--- config.mk ---
export PLATFORM = sky130hd
export DESIGN_NAME = pps_top
export DESIGN_NICKNAME = d
export VERILOG_FILES = /design/src/pps_pkg.sv /design/src/pps_top.sv /design/src/pps_sync.sv /design/src/pps_irq.sv
export SDC_FILE = /design/constraint.sdc
export NUM_CORES = 1
export LEC_CHECK = 0
export BUFFER_PORTS_ARGS = -buffer_cell sky130_fd_sc_hd__buf_2
export CAP_MARGIN = 20
export CELL_PAD_IN_SITES_DETAIL_PLACEMENT = 1
export CELL_PAD_IN_SITES_GLOBAL_PLACEMENT = 1
export CORE_ASPECT_RATIO = 0.7
export CORE_MARGIN = 2
export CORE_UTILIZATION = 37
export CTS_CLUSTER_SIZE = 20
export DETAILED_ROUTE_END_ITERATION = 6
export HOLD_SLACK_MARGIN = 0.05
export PLACE_DENSITY = 0.81
export SYNTH_ARGS = -nofsm -noshare
export SYNTH_HDL_FRONTEND = slang
export SYNTH_SLANG_ARGS = --single-unit
--- constraint.sdc ---
create_clock -name clk_i -period 3.05 [get_ports clk_i]
set_input_delay 0.1525 -clock clk_i [delete_from_list [all_inputs] [get_ports clk_i]]
set_output_delay 0.1525 -clock clk_i [all_outputs]
set_load 0.01 [all_outputs]
--- src/pps_pkg.sv ---
package pps_pkg;
	localparam int WB_AW = 8;
	localparam int WB_DW = 32;
	localparam int REG_W = 8;

	localparam logic [WB_AW-1:0] REG_CTRL = 8'h00;
	localparam logic [WB_AW-1:0] REG_STATUS = 8'h04;
	localparam logic [WB_AW-1:0] REG_CMD = 8'h08;
	localparam logic [WB_AW-1:0] REG_IRQ_STS = 8'h0C;
	localparam logic [WB_AW-1:0] REG_IRQ_MASK = 8'h10;

	localparam int CTRL_PANIC_POL = 0;
	localparam int CTRL_PANIC_MAP = 1;
	localparam int CTRL_HOLD_POL = 2;
	localparam int CTRL_ALARM_LO = 4;
	localparam int CTRL_ALARM_HI = 5;
	localparam logic [REG_W-1:0] CTRL_RESET = 8'h07;

	localparam int STAT_PANIC = 0;
	localparam int STAT_HOLD = 1;
	localparam int STAT_RUN = 2;
	localparam int STAT_ALARM = 3;
	localparam int STAT_READY = 4;

	localparam int CMD_PAUSE = 0;
	localparam int CMD_RESUME = 1;
	localparam int CMD_CLEAR = 2;
	localparam int CMD_START = 3;
	localparam int CMD_ALARM_RST = 4;

	localparam int IRQ_W = 4;
	localparam int EV_PANIC = 0;
	localparam int EV_HOLD = 1;
	localparam int EV_REFUSED = 2;
	localparam int EV_DONE = 3;
	localparam logic [IRQ_W-1:0] IRQ_MASK_RESET = 4'h0;

	localparam logic [1:0] ALM_NONE = 2'h0;
	localparam logic [1:0] ALM_FLAG = 2'h1;
	localparam logic [1:0] ALM_DEEXCITE = 2'h2;

	localparam int SYNC_W = 4;

	typedef struct packed {
		logic panic;
		logic pause;
		logic hold_clear;
		logic start;
	} pps_pins_s;

	typedef struct packed {
		logic run;
		logic decel;
		logic hard_stop;
		logic discard;
		logic start;
	} pps_motion_s;

	typedef enum logic [2:0] {
		ST_IDLE,
		ST_RUN,
		ST_DECEL,
		ST_PAUSED,
		ST_ALARM
	} pps_state_e;
endpackage : pps_pkg

--- src/pps_top.sv ---
// Notes on behaviour
// - panic status bit follows input, resets 0
// - panic halts instantly, then alarm action
// - no new motion while panic active
// - panic status zero when input unmapped
// - panic input polarity is configurable
// - pause status bit, one while paused
// - pause input or command sets pause
// - resume, start, clear or new motion clears
// - pause status output polarity configurable
// - clear input discards rest of motion
// - ready low while panic active
`timescale 1ns/1ps
module pps_top
	import pps_pkg::*;
(
	input wire logic clk_i,
	input wire logic rst_i,
	input wire logic cyc_i,
	input wire logic stb_i,
	input wire logic we_i,
	input wire logic [pps_pkg::WB_AW-1:0] adr_i,
	input wire logic [3:0] sel_i,
	input wire logic [pps_pkg::WB_DW-1:0] dat_i,
	output logic [pps_pkg::WB_DW-1:0] dat_o,
	output logic ack_o,
	input wire pps_pkg::pps_pins_s pins_i,
	input wire logic seq_running_i,
	input wire logic motion_done_i,
	input wire logic decel_done_i,
	output pps_pkg::pps_motion_s motion_o,
	output logic motion_hold_output_o,
	output logic ready_o,
	output logic alarm_o,
	output logic deenergize_o,
	output logic irq_o
);
	// synchronised pins
	pps_pins_s pin_s;
	pps_pins_s pin_prev_q;
	pps_pins_s pin_prev_d;

	pps_sync #(
		.W(SYNC_W)
	) u_sync (
		.clk_i(clk_i),
		.rst_i(rst_i),
		.d_i(pins_i),
		.q_o(pin_s)
	);

	// configuration
	logic [REG_W-1:0] ctrl_q;
	logic [REG_W-1:0] ctrl_d;
	logic panic_pol;
	logic panic_map;
	logic hold_pol;
	logic [1:0] alarm_action_setting;

	assign panic_pol = ctrl_q[CTRL_PANIC_POL];
	assign panic_map = ctrl_q[CTRL_PANIC_MAP];
	assign hold_pol = ctrl_q[CTRL_HOLD_POL];
	assign alarm_action_setting = ctrl_q[CTRL_ALARM_HI:CTRL_ALARM_LO];

	// panic level after polarity and mapping
	logic panic_stop_state;
	logic panic_rise;

	assign panic_stop_state = panic_map & ~(pin_s.panic ^ panic_pol);
	assign panic_rise = panic_stop_state &
		~(panic_map & ~(pin_prev_q.panic ^ panic_pol));

	// pin edges, pins are active high after sync
	logic pause_rise;
	logic clear_rise;
	logic start_rise;

	assign pause_rise = pin_s.pause & ~pin_prev_q.pause;
	assign clear_rise = pin_s.hold_clear & ~pin_prev_q.hold_clear;
	assign start_rise = pin_s.start & ~pin_prev_q.start;

	// bus slave
	logic ack_q;
	logic ack_d;
	logic [WB_DW-1:0] rdat_q;
	logic [WB_DW-1:0] rdat_d;
	logic bus_req;
	logic wr_stb;
	logic wr_lo;

	assign bus_req = cyc_i & stb_i;
	// write lands on the edge where the master sees ack
	assign wr_stb = bus_req & we_i & ack_q;
	assign wr_lo = wr_stb & sel_i[0];

	logic cmd_wr;
	logic [REG_W-1:0] cmd_bits;

	assign cmd_wr = wr_lo & (adr_i == REG_CMD);
	assign cmd_bits = cmd_wr ? dat_i[REG_W-1:0] : '0;

	// command strobes and combined requests
	logic pause_req;
	logic resume_req;
	logic clear_req;
	logic start_req;
	logic alarm_rst_req;

	assign pause_req = pause_rise | cmd_bits[CMD_PAUSE];
	assign resume_req = cmd_bits[CMD_RESUME] |
		(start_rise & seq_running_i);
	assign clear_req = clear_rise | cmd_bits[CMD_CLEAR];
	assign start_req = cmd_bits[CMD_START] |
		(start_rise & ~seq_running_i);
	assign alarm_rst_req = cmd_bits[CMD_ALARM_RST];

	// motion state
	pps_state_e state_q;
	pps_state_e state_d;
	logic hold_q;
	logic hold_d;
	logic alarm_q;
	logic alarm_d;
	logic deen_q;
	logic deen_d;
	pps_motion_s mot_q;
	pps_motion_s mot_d;
	logic refused;
	logic done_ev;
	logic hold_set_ev;

	always_comb begin
		state_d = state_q;
		hold_d = hold_q;
		alarm_d = alarm_q;
		deen_d = deen_q;
		mot_d = '0;
		refused = 1'b0;
		done_ev = 1'b0;
		hold_set_ev = 1'b0;
		if (panic_rise) begin
			// no ramp: pulse generator cut at once
			mot_d.hard_stop = 1'b1;
			case (alarm_action_setting)
				ALM_FLAG: begin
					state_d = ST_ALARM;
					alarm_d = 1'b1;
				end
				ALM_DEEXCITE: begin
					state_d = ST_ALARM;
					alarm_d = 1'b1;
					deen_d = 1'b1;
				end
				default: begin
					state_d = ST_IDLE;
				end
			endcase
		end else begin
			case (state_q)
				ST_IDLE: begin
					if (start_req) begin
						if (panic_stop_state) begin
							refused = 1'b1;
						end else begin
							hold_d = 1'b0;
							mot_d.start = 1'b1;
							state_d = ST_RUN;
						end
					end
				end
				ST_RUN: begin
					if (motion_done_i) begin
						done_ev = 1'b1;
						state_d = ST_IDLE;
					end else if (pause_req) begin
						state_d = ST_DECEL;
					end
				end
				ST_DECEL: begin
					if (decel_done_i) begin
						hold_d = 1'b1;
						hold_set_ev = 1'b1;
						state_d = ST_PAUSED;
					end
				end
				ST_PAUSED: begin
					if (clear_req) begin
						mot_d.discard = 1'b1;
						hold_d = 1'b0;
						state_d = ST_IDLE;
					end else if (resume_req | start_req) begin
						if (panic_stop_state) begin
							refused = 1'b1;
						end else begin
							hold_d = 1'b0;
							// a fresh start drops the paused remainder
							mot_d.discard = start_req;
							mot_d.start = start_req;
							state_d = ST_RUN;
						end
					end
				end
				ST_ALARM: begin
					if (start_req) begin
						refused = 1'b1;
					end
					if (alarm_rst_req & ~panic_stop_state) begin
						alarm_d = 1'b0;
						deen_d = 1'b0;
						state_d = ST_IDLE;
					end
				end
				default: begin
					state_d = ST_IDLE;
				end
			endcase
		end
		// a clear in any other state still drops the hold flag, set wins
		if (clear_req & (state_q != ST_PAUSED) & ~hold_set_ev) begin
			hold_d = 1'b0;
		end
		mot_d.run = (state_d == ST_RUN) | (state_d == ST_DECEL);
		mot_d.decel = (state_d == ST_DECEL);
		if (rst_i) begin
			state_d = ST_IDLE;
			hold_d = 1'b0;
			alarm_d = 1'b0;
			deen_d = 1'b0;
			mot_d = '0;
		end
	end

	always_ff @(posedge clk_i) begin
		state_q <= state_d;
		hold_q <= hold_d;
		alarm_q <= alarm_d;
		deen_q <= deen_d;
		mot_q <= mot_d;
	end

	// ready and pin outputs
	logic ready_q;
	logic ready_d;
	logic hold_out_q;
	logic hold_out_d;

	always_comb begin
		ready_d = (state_q == ST_IDLE) & ~alarm_q & ~pin_s.start &
			~panic_stop_state;
		hold_out_d = ~(hold_q ^ hold_pol);
		pin_prev_d = pin_s;
		if (rst_i) begin
			ready_d = 1'b0;
			hold_out_d = 1'b0;
			pin_prev_d = '0;
		end
	end

	always_ff @(posedge clk_i) begin
		ready_q <= ready_d;
		hold_out_q <= hold_out_d;
		pin_prev_q <= pin_prev_d;
	end

	// interrupt events
	logic [IRQ_W-1:0] ev_vec;
	logic [IRQ_W-1:0] irq_clr;
	logic [IRQ_W-1:0] irq_sts;
	logic [IRQ_W-1:0] irq_mask;
	logic mask_we;

	always_comb begin
		ev_vec = '0;
		ev_vec[EV_PANIC] = panic_rise;
		ev_vec[EV_HOLD] = hold_set_ev;
		ev_vec[EV_REFUSED] = refused;
		ev_vec[EV_DONE] = done_ev;
	end

	assign irq_clr = (wr_lo & (adr_i == REG_IRQ_STS)) ?
		dat_i[IRQ_W-1:0] : '0;
	assign mask_we = wr_lo & (adr_i == REG_IRQ_MASK);

	pps_irq u_irq (
		.clk_i(clk_i),
		.rst_i(rst_i),
		.event_i(ev_vec),
		.clear_i(irq_clr),
		.mask_we_i(mask_we),
		.mask_i(dat_i[IRQ_W-1:0]),
		.status_o(irq_sts),
		.mask_o(irq_mask),
		.irq_o(irq_o)
	);

	// status word seen by software
	logic [REG_W-1:0] status_word;

	always_comb begin
		status_word = '0;
		status_word[STAT_PANIC] = panic_stop_state;
		status_word[STAT_HOLD] = hold_q;
		status_word[STAT_RUN] = mot_q.run;
		status_word[STAT_ALARM] = alarm_q;
		status_word[STAT_READY] = ready_q;
	end

	// register bus: one wait state, unmapped reads give zero
	always_comb begin
		ack_d = bus_req & ~ack_q;
		rdat_d = rdat_q;
		ctrl_d = ctrl_q;
		if (bus_req & ~ack_q & ~we_i) begin
			rdat_d = '0;
			case (adr_i)
				REG_CTRL: begin
					rdat_d[REG_W-1:0] = ctrl_q;
				end
				REG_STATUS: begin
					rdat_d[REG_W-1:0] = status_word;
				end
				REG_IRQ_STS: begin
					rdat_d[IRQ_W-1:0] = irq_sts;
				end
				REG_IRQ_MASK: begin
					rdat_d[IRQ_W-1:0] = irq_mask;
				end
				default: begin
					rdat_d = '0;
				end
			endcase
		end
		if (wr_lo & (adr_i == REG_CTRL)) begin
			ctrl_d = dat_i[REG_W-1:0];
		end
		if (rst_i) begin
			ack_d = 1'b0;
			rdat_d = '0;
			ctrl_d = CTRL_RESET;
		end
	end

	always_ff @(posedge clk_i) begin
		ack_q <= ack_d;
		rdat_q <= rdat_d;
		ctrl_q <= ctrl_d;
	end

	assign ack_o = ack_q;
	assign dat_o = rdat_q;
	assign motion_o = mot_q;
	assign motion_hold_output_o = hold_out_q;
	assign ready_o = ready_q;
	assign alarm_o = alarm_q;
	assign deenergize_o = deen_q;
endmodule : pps_top

--- src/pps_sync.sv ---
`timescale 1ns/1ps
module pps_sync #(
	parameter int W = 1
) (
	input wire logic clk_i,
	input wire logic rst_i,
	input wire logic [W-1:0] d_i,
	output logic [W-1:0] q_o
);
	logic [W-1:0] meta_q;
	logic [W-1:0] meta_d;
	logic [W-1:0] sync_q;
	logic [W-1:0] sync_d;

	// first stage feeds only the second stage
	always_comb begin
		meta_d = d_i;
		sync_d = meta_q;
		if (rst_i) begin
			meta_d = '0;
			sync_d = '0;
		end
	end

	always_ff @(posedge clk_i) begin
		meta_q <= meta_d;
		sync_q <= sync_d;
	end

	assign q_o = sync_q;
endmodule : pps_sync

--- src/pps_irq.sv ---
`timescale 1ns/1ps
module pps_irq
	import pps_pkg::*;
(
	input wire logic clk_i,
	input wire logic rst_i,
	input wire logic [pps_pkg::IRQ_W-1:0] event_i,
	input wire logic [pps_pkg::IRQ_W-1:0] clear_i,
	input wire logic mask_we_i,
	input wire logic [pps_pkg::IRQ_W-1:0] mask_i,
	output logic [pps_pkg::IRQ_W-1:0] status_o,
	output logic [pps_pkg::IRQ_W-1:0] mask_o,
	output logic irq_o
);
	logic [IRQ_W-1:0] sts_q;
	logic [IRQ_W-1:0] sts_d;
	logic [IRQ_W-1:0] mask_q;
	logic [IRQ_W-1:0] mask_d;

	// set beats clear so a coincident event is never lost
	always_comb begin
		sts_d = (sts_q & ~clear_i) | event_i;
		mask_d = mask_we_i ? mask_i : mask_q;
		if (rst_i) begin
			sts_d = '0;
			mask_d = IRQ_MASK_RESET;
		end
	end

	always_ff @(posedge clk_i) begin
		sts_q <= sts_d;
		mask_q <= mask_d;
	end

	assign status_o = sts_q;
	assign mask_o = mask_q;
	assign irq_o = |(sts_q & mask_q);
endmodule : pps_irq

==> run metrics, run 1 <==
status=finished, final reports clean; initial antenna violation count=0; Ports=around 100; area grow syn2layout=13.04%; FF-to-FF End=motion_o[4]$_SDFF_PP0_; Synth area leaders=dfxtp_1 (40%), buf_4 (7.1%), nand2_1 (5.8%); Slowest-stage cell, CP=nor4_4; clk_lat worst skew=roughly 0.30 ns; power per standard cell area=between 400 and 500 mW/mm²; Critical Path, Cell by Cell=nand4_1 > nor4_4 > a21oi_2 > or4_4 > xor2_1 > nor3_2; Setup CP Type=reg2reg; CTS tree=yes; Critical Path RT=about 3.2 ns; Crit. End Element=flip-flop; Final setup violation count=0; die width=just over 100 µm; Die Area=between 0.007 and 0.008 mm²; Worst R2R Path Depth=6; vias in the first global route=~2100; initial cell density of the core=a little under two fifths; # port buffers=between 40 and 50; Worst Path Arrival=2.36 ns; Placed Cells=430; final period utilization=71.95%; register-to-register setup slack=roughly 0.86 ns; post-synth cell types=a little under 50; leakage=1.236 nW; hpwl dp=between 5000 and 6000 µm; Clock Path Buffers=2; critical path peak fanout=6; worst vdd ir=about 0.26 mV; initial DRC count=around 110; Layout Nets=401; Final GP Congestion=a little under 0.9; mux contribution to synthesized area=under 10%; Core Rows=25; crit path to=motion_o[4]$_SDFF_PP0_; largest net degree at the start of global routing=52; Via density=about 5; pre-CTS setup slack=approximately 0.66 ns; share of layout cells above drive strength 1=roughly a fifth; Crit. path cell count=6; Non-Filler Instances=about 440; Worst Setup SP=ack_o$_SDFF_PP0_; synthesized area per cell=about 8.4 µm²; drt drc=0; vias=approximately 2300; post-route setup slack=0.8555 ns; count of buffer and inverter cells on the critical path=0; # fillers=approximately 850; Wirelength per Cell=around 15 µm; root buffer cell=clkbuf_8; Setup Skew=around 0.0086 ns; Total Routed Length=around 6700 µm; Syn Inst Count=between 300 and 400; Post-synth ARST share=0%; CP max stage delay=0.54 ns; hold path start=pins_i[1]; count of flip-flops with a built-in enable after synthesis=0; Resized cells post-CTS=0; final worst path period need=between 2 and 2.5 ns; gr ovfl total=0; simple-gate portion of the synthesized area=roughly a third; Chip Height=roughly 73 µm; first-pass GRT wire length=around 11000 µm; sequential fraction of the synthesis area=around 40%; post-synthesis cell area=roughly 0.0025 mm²; Max Freq=455.7 MHz; H-Tree Depth=2; GRT Resource Usage Total=a little under a fifth; Startpoint Class=flip-flop; unrepaired setup endpoints after global routing=no; RR Startpoint=ack_o$_SDFF_PP0_; yosys warns=0; Core Footprint=0.006694 mm²; area share of fa/ha/maj cells after synthesis=less than 1%; Slew Limit Headroom=a little under two fifths; min-delay worst type=in2reg; share of the synthesized area in the top cell type=39.51%; CTS buffer count=5; Most used DFF post-synth=dfxtp_1; cell taking the most area after synthesis=dfxtp_1; register bit total from synthesis=50; Worst-Margin Slew=0.9364 ns; Detailed Routing Iterations Pass 1=4; Antenna Violating Nets Remaining=0; Hold Fails Final Rpt=0; cell family with most CP delay=simple AND/OR/NAND/NOR gates; XOR/XNOR Fraction of Synth Area=1.037%; Final Max Slew Viols=0; MaxCap Viol Count=0; diode count=0; clock transition at the registers of the reported paths=0.10 ns; clk sink count=50; combinational family with the most area after synthesis=simple AND/OR/NAND/NOR gates; post-synthesis compound-gate area fraction=~12%; Total Neg Setup Slack=0 ns; Final Power=0.001257 W
cell type report:
type                            count  area [µm²]  area share (%)
Clock buffer                        5       68.82           2.403
Clock inverter                      3       45.04           1.573
Inverter                            4       15.01          0.5242
Multi-Input combinational cell    234        1364           47.62
Sequential cell                    50        1001           34.95
Tap cell                           94       117.6           4.107
Timing Repair Buffer               49       252.7           8.825
power breakdown:
group | internal (W) | switching, W
Clock | 0.000244 | 0.000234
Sequential | 0.000663 | 0.00000612
Combinational | 0.0000383 | 0.0000718
flip-flops by register name, summed over array words and instances, names as in the netlist:
register / flops
ctrl_q: 8
dat_o: 8
motion_o: 5
pin_prev_q: 4
u_irq.mask_o: 4
u_irq.status_o: 4
u_sync.meta_q: 4
u_sync.q_o: 4
state_q: 3
ack_o: 1
alarm_o: 1
deenergize_o: 1
hold_q: 1
motion_hold_output_o: 1
ready_o: 1
cells by family after synthesis:
family / count (synthesis)
AND/OR/NAND/NOR: 145
flip-flops: 50
AO/OA/AOI/OAI: 48
buffers and inverters: 42
multiplexers: 13
XOR/XNOR: 3
adder cells (fa/ha/maj): 1
other: 1
what timing repair did:
action / CTS / global route
setup buffers: 0 / 0
endpoints found under the hold margin: 1 / 0
hold buffers: 1 / 0
routing by layer:
| layer | vias to the layer above | share of wire [%] | global-route usage [%] |
|---|---|---|---|
| li1 | 1093 | - | - |
| met2 | 66 | 42 | 27.99 |
| met5 | - | 0 | 0 |
| met1 | 1093 | 51 | 27.98 |
| met3 | 4 | 6.4 | 3.640 |
| met4 | 0 | 0.37 | 2.632 |
cells in the final DEF, fill, tap and decap left out, types with 2 or more instances in the layout:
cell type,n
a211oi_1,2
a21oi_1,16
a22oi_1,11
and3_1,2
and4_1,2
and4b_1,3
buf_2,47
clkbuf_8,5
clkinvlp_4,2
conb_1,24
dfxtp_1,50
inv_1,4
mux2i_1,13
nand2_1,39
nand3_1,3
nand3b_1,8
nand4_1,4
nor2_1,28
nor2b_1,20
nor3_1,11
nor3b_1,2
nor4_1,6
o21ai_0,5
o22ai_1,4
or2_2,2
or3_1,3
or4_1,2
or4_4,2
xor2_1,2
synthesized netlist by cell type, types with 3 or more instances:
cell / n
clkbuf_1: 13
a21oi_1: 16
nor2_1: 28
mux2i_1: 13
nor4_1: 6
o22ai_1: 4
a22oi_1: 11
and4b_1: 3
buf_4: 24
nand4_1: 4
inv_1: 4
nor2b_1: 20
or3_1: 3
nand3b_1: 8
dfxtp_1: 50
nand3_1: 3
nand2_1: 39
o21ai_0: 5
nor3_1: 11
worst min path at each step:
stage	end	slack, ns	cells after the start
3_5_place_dp	u_sync.meta_q[3]$_SDFF_PP0_	0.37	2
2_1_floorplan	ctrl_q[0]$_SDFFE_PP1P_	0.28	2
3_3_place_gp	u_sync.meta_q[3]$_SDFF_PP0_	0.36	2
5_1_grt	ctrl_q[7]$_SDFFE_PP0P_	0.08	3
6_report	u_sync.meta_q[1]$_SDFF_PP0_	0.06	2
4_1_cts	u_sync.meta_q[1]$_SDFF_PP0_	0.06	2
through the flow:
step | utilization (%) | area (µm²) | hold WS [ns]
floorplan | - | 2620 | 0.2768
CTS | 42.79 | 2864 | 0.05622
finish | 42.79 | 2864 | 0.05867
detailed placement | 40.93 | 2740 | 0.3682
global route | 42.79 | 2864 | 0.07555
global placement | 40.93 | 2740 | 0.3625
(Power assumes the default switching activity.)
==> run 2, diff against run 1 <==
CORE_UTILIZATION = 35   (was 37)
PLACE_DENSITY = 0.77   (was 0.81)
clock period = 2.1 ns   (was 3.05 ns; I/O delays follow)
==> run 2 against run 1 <==
Against the previous run: flip-flop and latch count did not move; critical path type unchanged; largest power group unchanged; critical endpoint is now hold_q$_SDFFE_PP0P_; total power is 38% higher; clock power is 21% higher; sequential share of layout area decreased by 2.6 points; critical path depth unchanged; design area increased by 8.1%.
==> run metrics, run 2 (synthesized netlist as in run 1, its figures left out) <==
Detailed Routing Iterations Pass 1=4 (unchanged); Clock Path Buffers=2 (unchanged); Layout Nets=433 (was 401); Setup CP Type=reg2reg (unchanged); GRT Resource Usage Total=20.10% (was 18.54%); final period utilization=93.54% (was 71.95%); Crit. End Element=flip-flop (unchanged); Worst Setup SP=ctrl_q[0]$_SDFFE_PP1P_ (was ack_o$_SDFF_PP0_); status=finished, final reports clean (unchanged); pre-CTS setup slack=-0.01946 ns (was 0.6553 ns); most common cell after layout, fill and taps aside=dfxtp_1 (unchanged); min-delay worst type=in2reg (unchanged); Die Area=0.007947 mm² (was 0.007536 mm²); Final Max Slew Viols=0 (unchanged); leakage=1.383 nW (was 1.236 nW); vias=2361 (was 2256); H-Tree Depth=2 (unchanged); clock transition at the registers of the reported paths=0.10 ns (about the same); # port buffers=47 (unchanged); worst vdd ir=0.2661 mV (was 0.2589 mV); Placed Cells=456 (was 430); initial DRC count=130 (was 112); Critical Path RT=2.27 ns (was 3.22 ns); area grow syn2layout=22.17% (was 13.04%); Final GP Congestion=0.8813 (was 0.8769); Core Rows=25 (unchanged); MaxCap Viol Count=0 (unchanged); final worst path period need=1.964 ns (was 2.195 ns); hold slack=0.06318 ns (was 0.05867 ns); first-pass GRT wire length=12160 µm (was 10740 µm); Slowest-stage cell, CP=nor3_1 (was nor4_4); drt drc=0 (unchanged); initial cell density of the core=36.82% (was 37.85%); most frequent cells in the layout=dfxtp_1 (50), buf_2 (47), nand2_1 (39) (unchanged); CTS tree=yes (unchanged); clk_lat worst skew=0.31 ns (was 0.30 ns); Setup Skew=0.008755 ns (was 0.008552 ns); Non-Filler Instances=471 (was 439); initial antenna violation count=0 (unchanged); die width=105.7 µm (was 102.9 µm); Wirelength per Cell=15.96 µm (was 15.36 µm); Total Neg Setup Slack=0 ns (unchanged); largest net degree at the start of global routing=36 (was 52); CTS buffer count=5 (unchanged); CP max stage delay=0.46 ns (was 0.54 ns); post-route setup slack=0.1356 ns (was 0.8555 ns); Resized cells post-CTS=0 (unchanged); Chip Height=75.19 µm (was 73.24 µm); Startpoint Class=flip-flop (unchanged); vias in the first global route=2373 (was 2111); Via density=5.013 (was 5.139); Total Routed Length=7519 µm (was 6742 µm); diode count=0 (unchanged); unrepaired setup endpoints after global routing=no (unchanged); Worst-Margin Slew=0.6704 ns (was 0.9364 ns); gr ovfl total=0 (unchanged); hpwl dp=5766 µm (was 5079 µm); RR Startpoint=ctrl_q[0]$_SDFFE_PP1P_ (was ack_o$_SDFF_PP0_); Worst Path Arrival=2.13 ns (was 2.36 ns); Final setup violation count=0 (unchanged); Slew Limit Headroom=55.31% (was 37.57%); Critical Path, Cell by Cell=and4bb_2 > nor3_1 > buf_4 > inv_1 > a2111oi_0 > a211oi_1 (was nand4_1 > nor4_4 > a21oi_2 > or4_4 > xor2_1 > nor3_2); hold path start=cyc_i (was pins_i[1]); share of layout cells above drive strength 1=24.14% (was 18.84%); clk sink count=50 (unchanged); power per standard cell area=560.7 mW/mm² (was 439.1 mW/mm²); critical path peak fanout=5 (was 6); Ports=99 (unchanged); Core Footprint=0.006882 mm² (was 0.006694 mm²); Hold Fails Final Rpt=0 (unchanged); Antenna Violating Nets Remaining=0 (unchanged); Max Freq=509.1 MHz (was 455.7 MHz); root buffer cell=clkbuf_8 (unchanged)
## run 2: cell types whose count changed in the layout (fill, tap and decap cells not counted), sizes merged
cell         previous run  this run
bufinv                  1         0
clkinvlp                2         1
clkinv                  0         2
dlygate4sd3             1         7
buf                    48        74
## run 2: power by group
group | internal [W] | total, W | switching (W)
sequential | 0.000962 | 0.000970 | 0.00000758
clock | 0.000235 | 0.000578 | 0.000343
combinational | 0.0000756 | 0.000188 | 0.000112
total | 0.00127 | 0.00174 | 0.000463
## run 2: worst max-delay path, delay by kind of cell, from the launching register on
family,cells,cell delay (ns)
buffers and inverters,2,0.24
AO/OA/AOI/OAI,2,0.42
flip-flops,1,0.41
AND/OR/NAND/NOR,2,0.75
## run 2: layer usage
layer,track usage [%],part of all wire [%],up-vias
met1,28.44,51,1128
met4,6.140,1.1,0
met3,3.290,4.9,9
li1,-,-,1161
met2,31.90,43,63
met5,0,0,-
## run 2: final cells by class
| class | count | area [µm²] |
|---|---|---|
| fillers | 878 | 3786 |
| repair buffers | 81 | 508.0 |
| multi-input cells | 234 | 1364 |
| clock inverters | 3 | 21.27 |
| well taps | 94 | 117.6 |
| flip-flops and latches | 50 | 1001 |
| inverters | 4 | 15.01 |
| clock buffers | 5 | 68.82 |
## run 2: path summary, 6_finish.rpt
| path | endpoint | slack, ns | depth (start not counted) |
|---|---|---|---|
| worst min register to register | u_sync.q_o[2]$_SDFF_PP0_ | 0.44 | 1 |
| worst min-delay path | ack_o$_SDFF_PP0_ | 0.06 | 3 |
| worst max-delay path | hold_q$_SDFFE_PP0P_ | 0.14 | 6 |
| worst max register to register | hold_q$_SDFFE_PP0P_ | 0.14 | 6 |
## run 2: repair_timing
action,CTS,global route
endpoints found under the setup margin,0,0
hold endpoints to repair,7,0
hold buffers,7,0
buffers inserted,0,0
## run 2: per-stage QoR
stage | utilization (%) | power (W) | area (µm²)
after global routing | 44.98 | 0.001818 | 3095
after global placement | 42.65 | 0.001161 | 2935
after CTS | 44.98 | 0.001755 | 3095
after detailed placement | 42.65 | 0.001167 | 2935
after floorplan | - | 0.001123 | 2620
final | 44.98 | 0.001736 | 3095
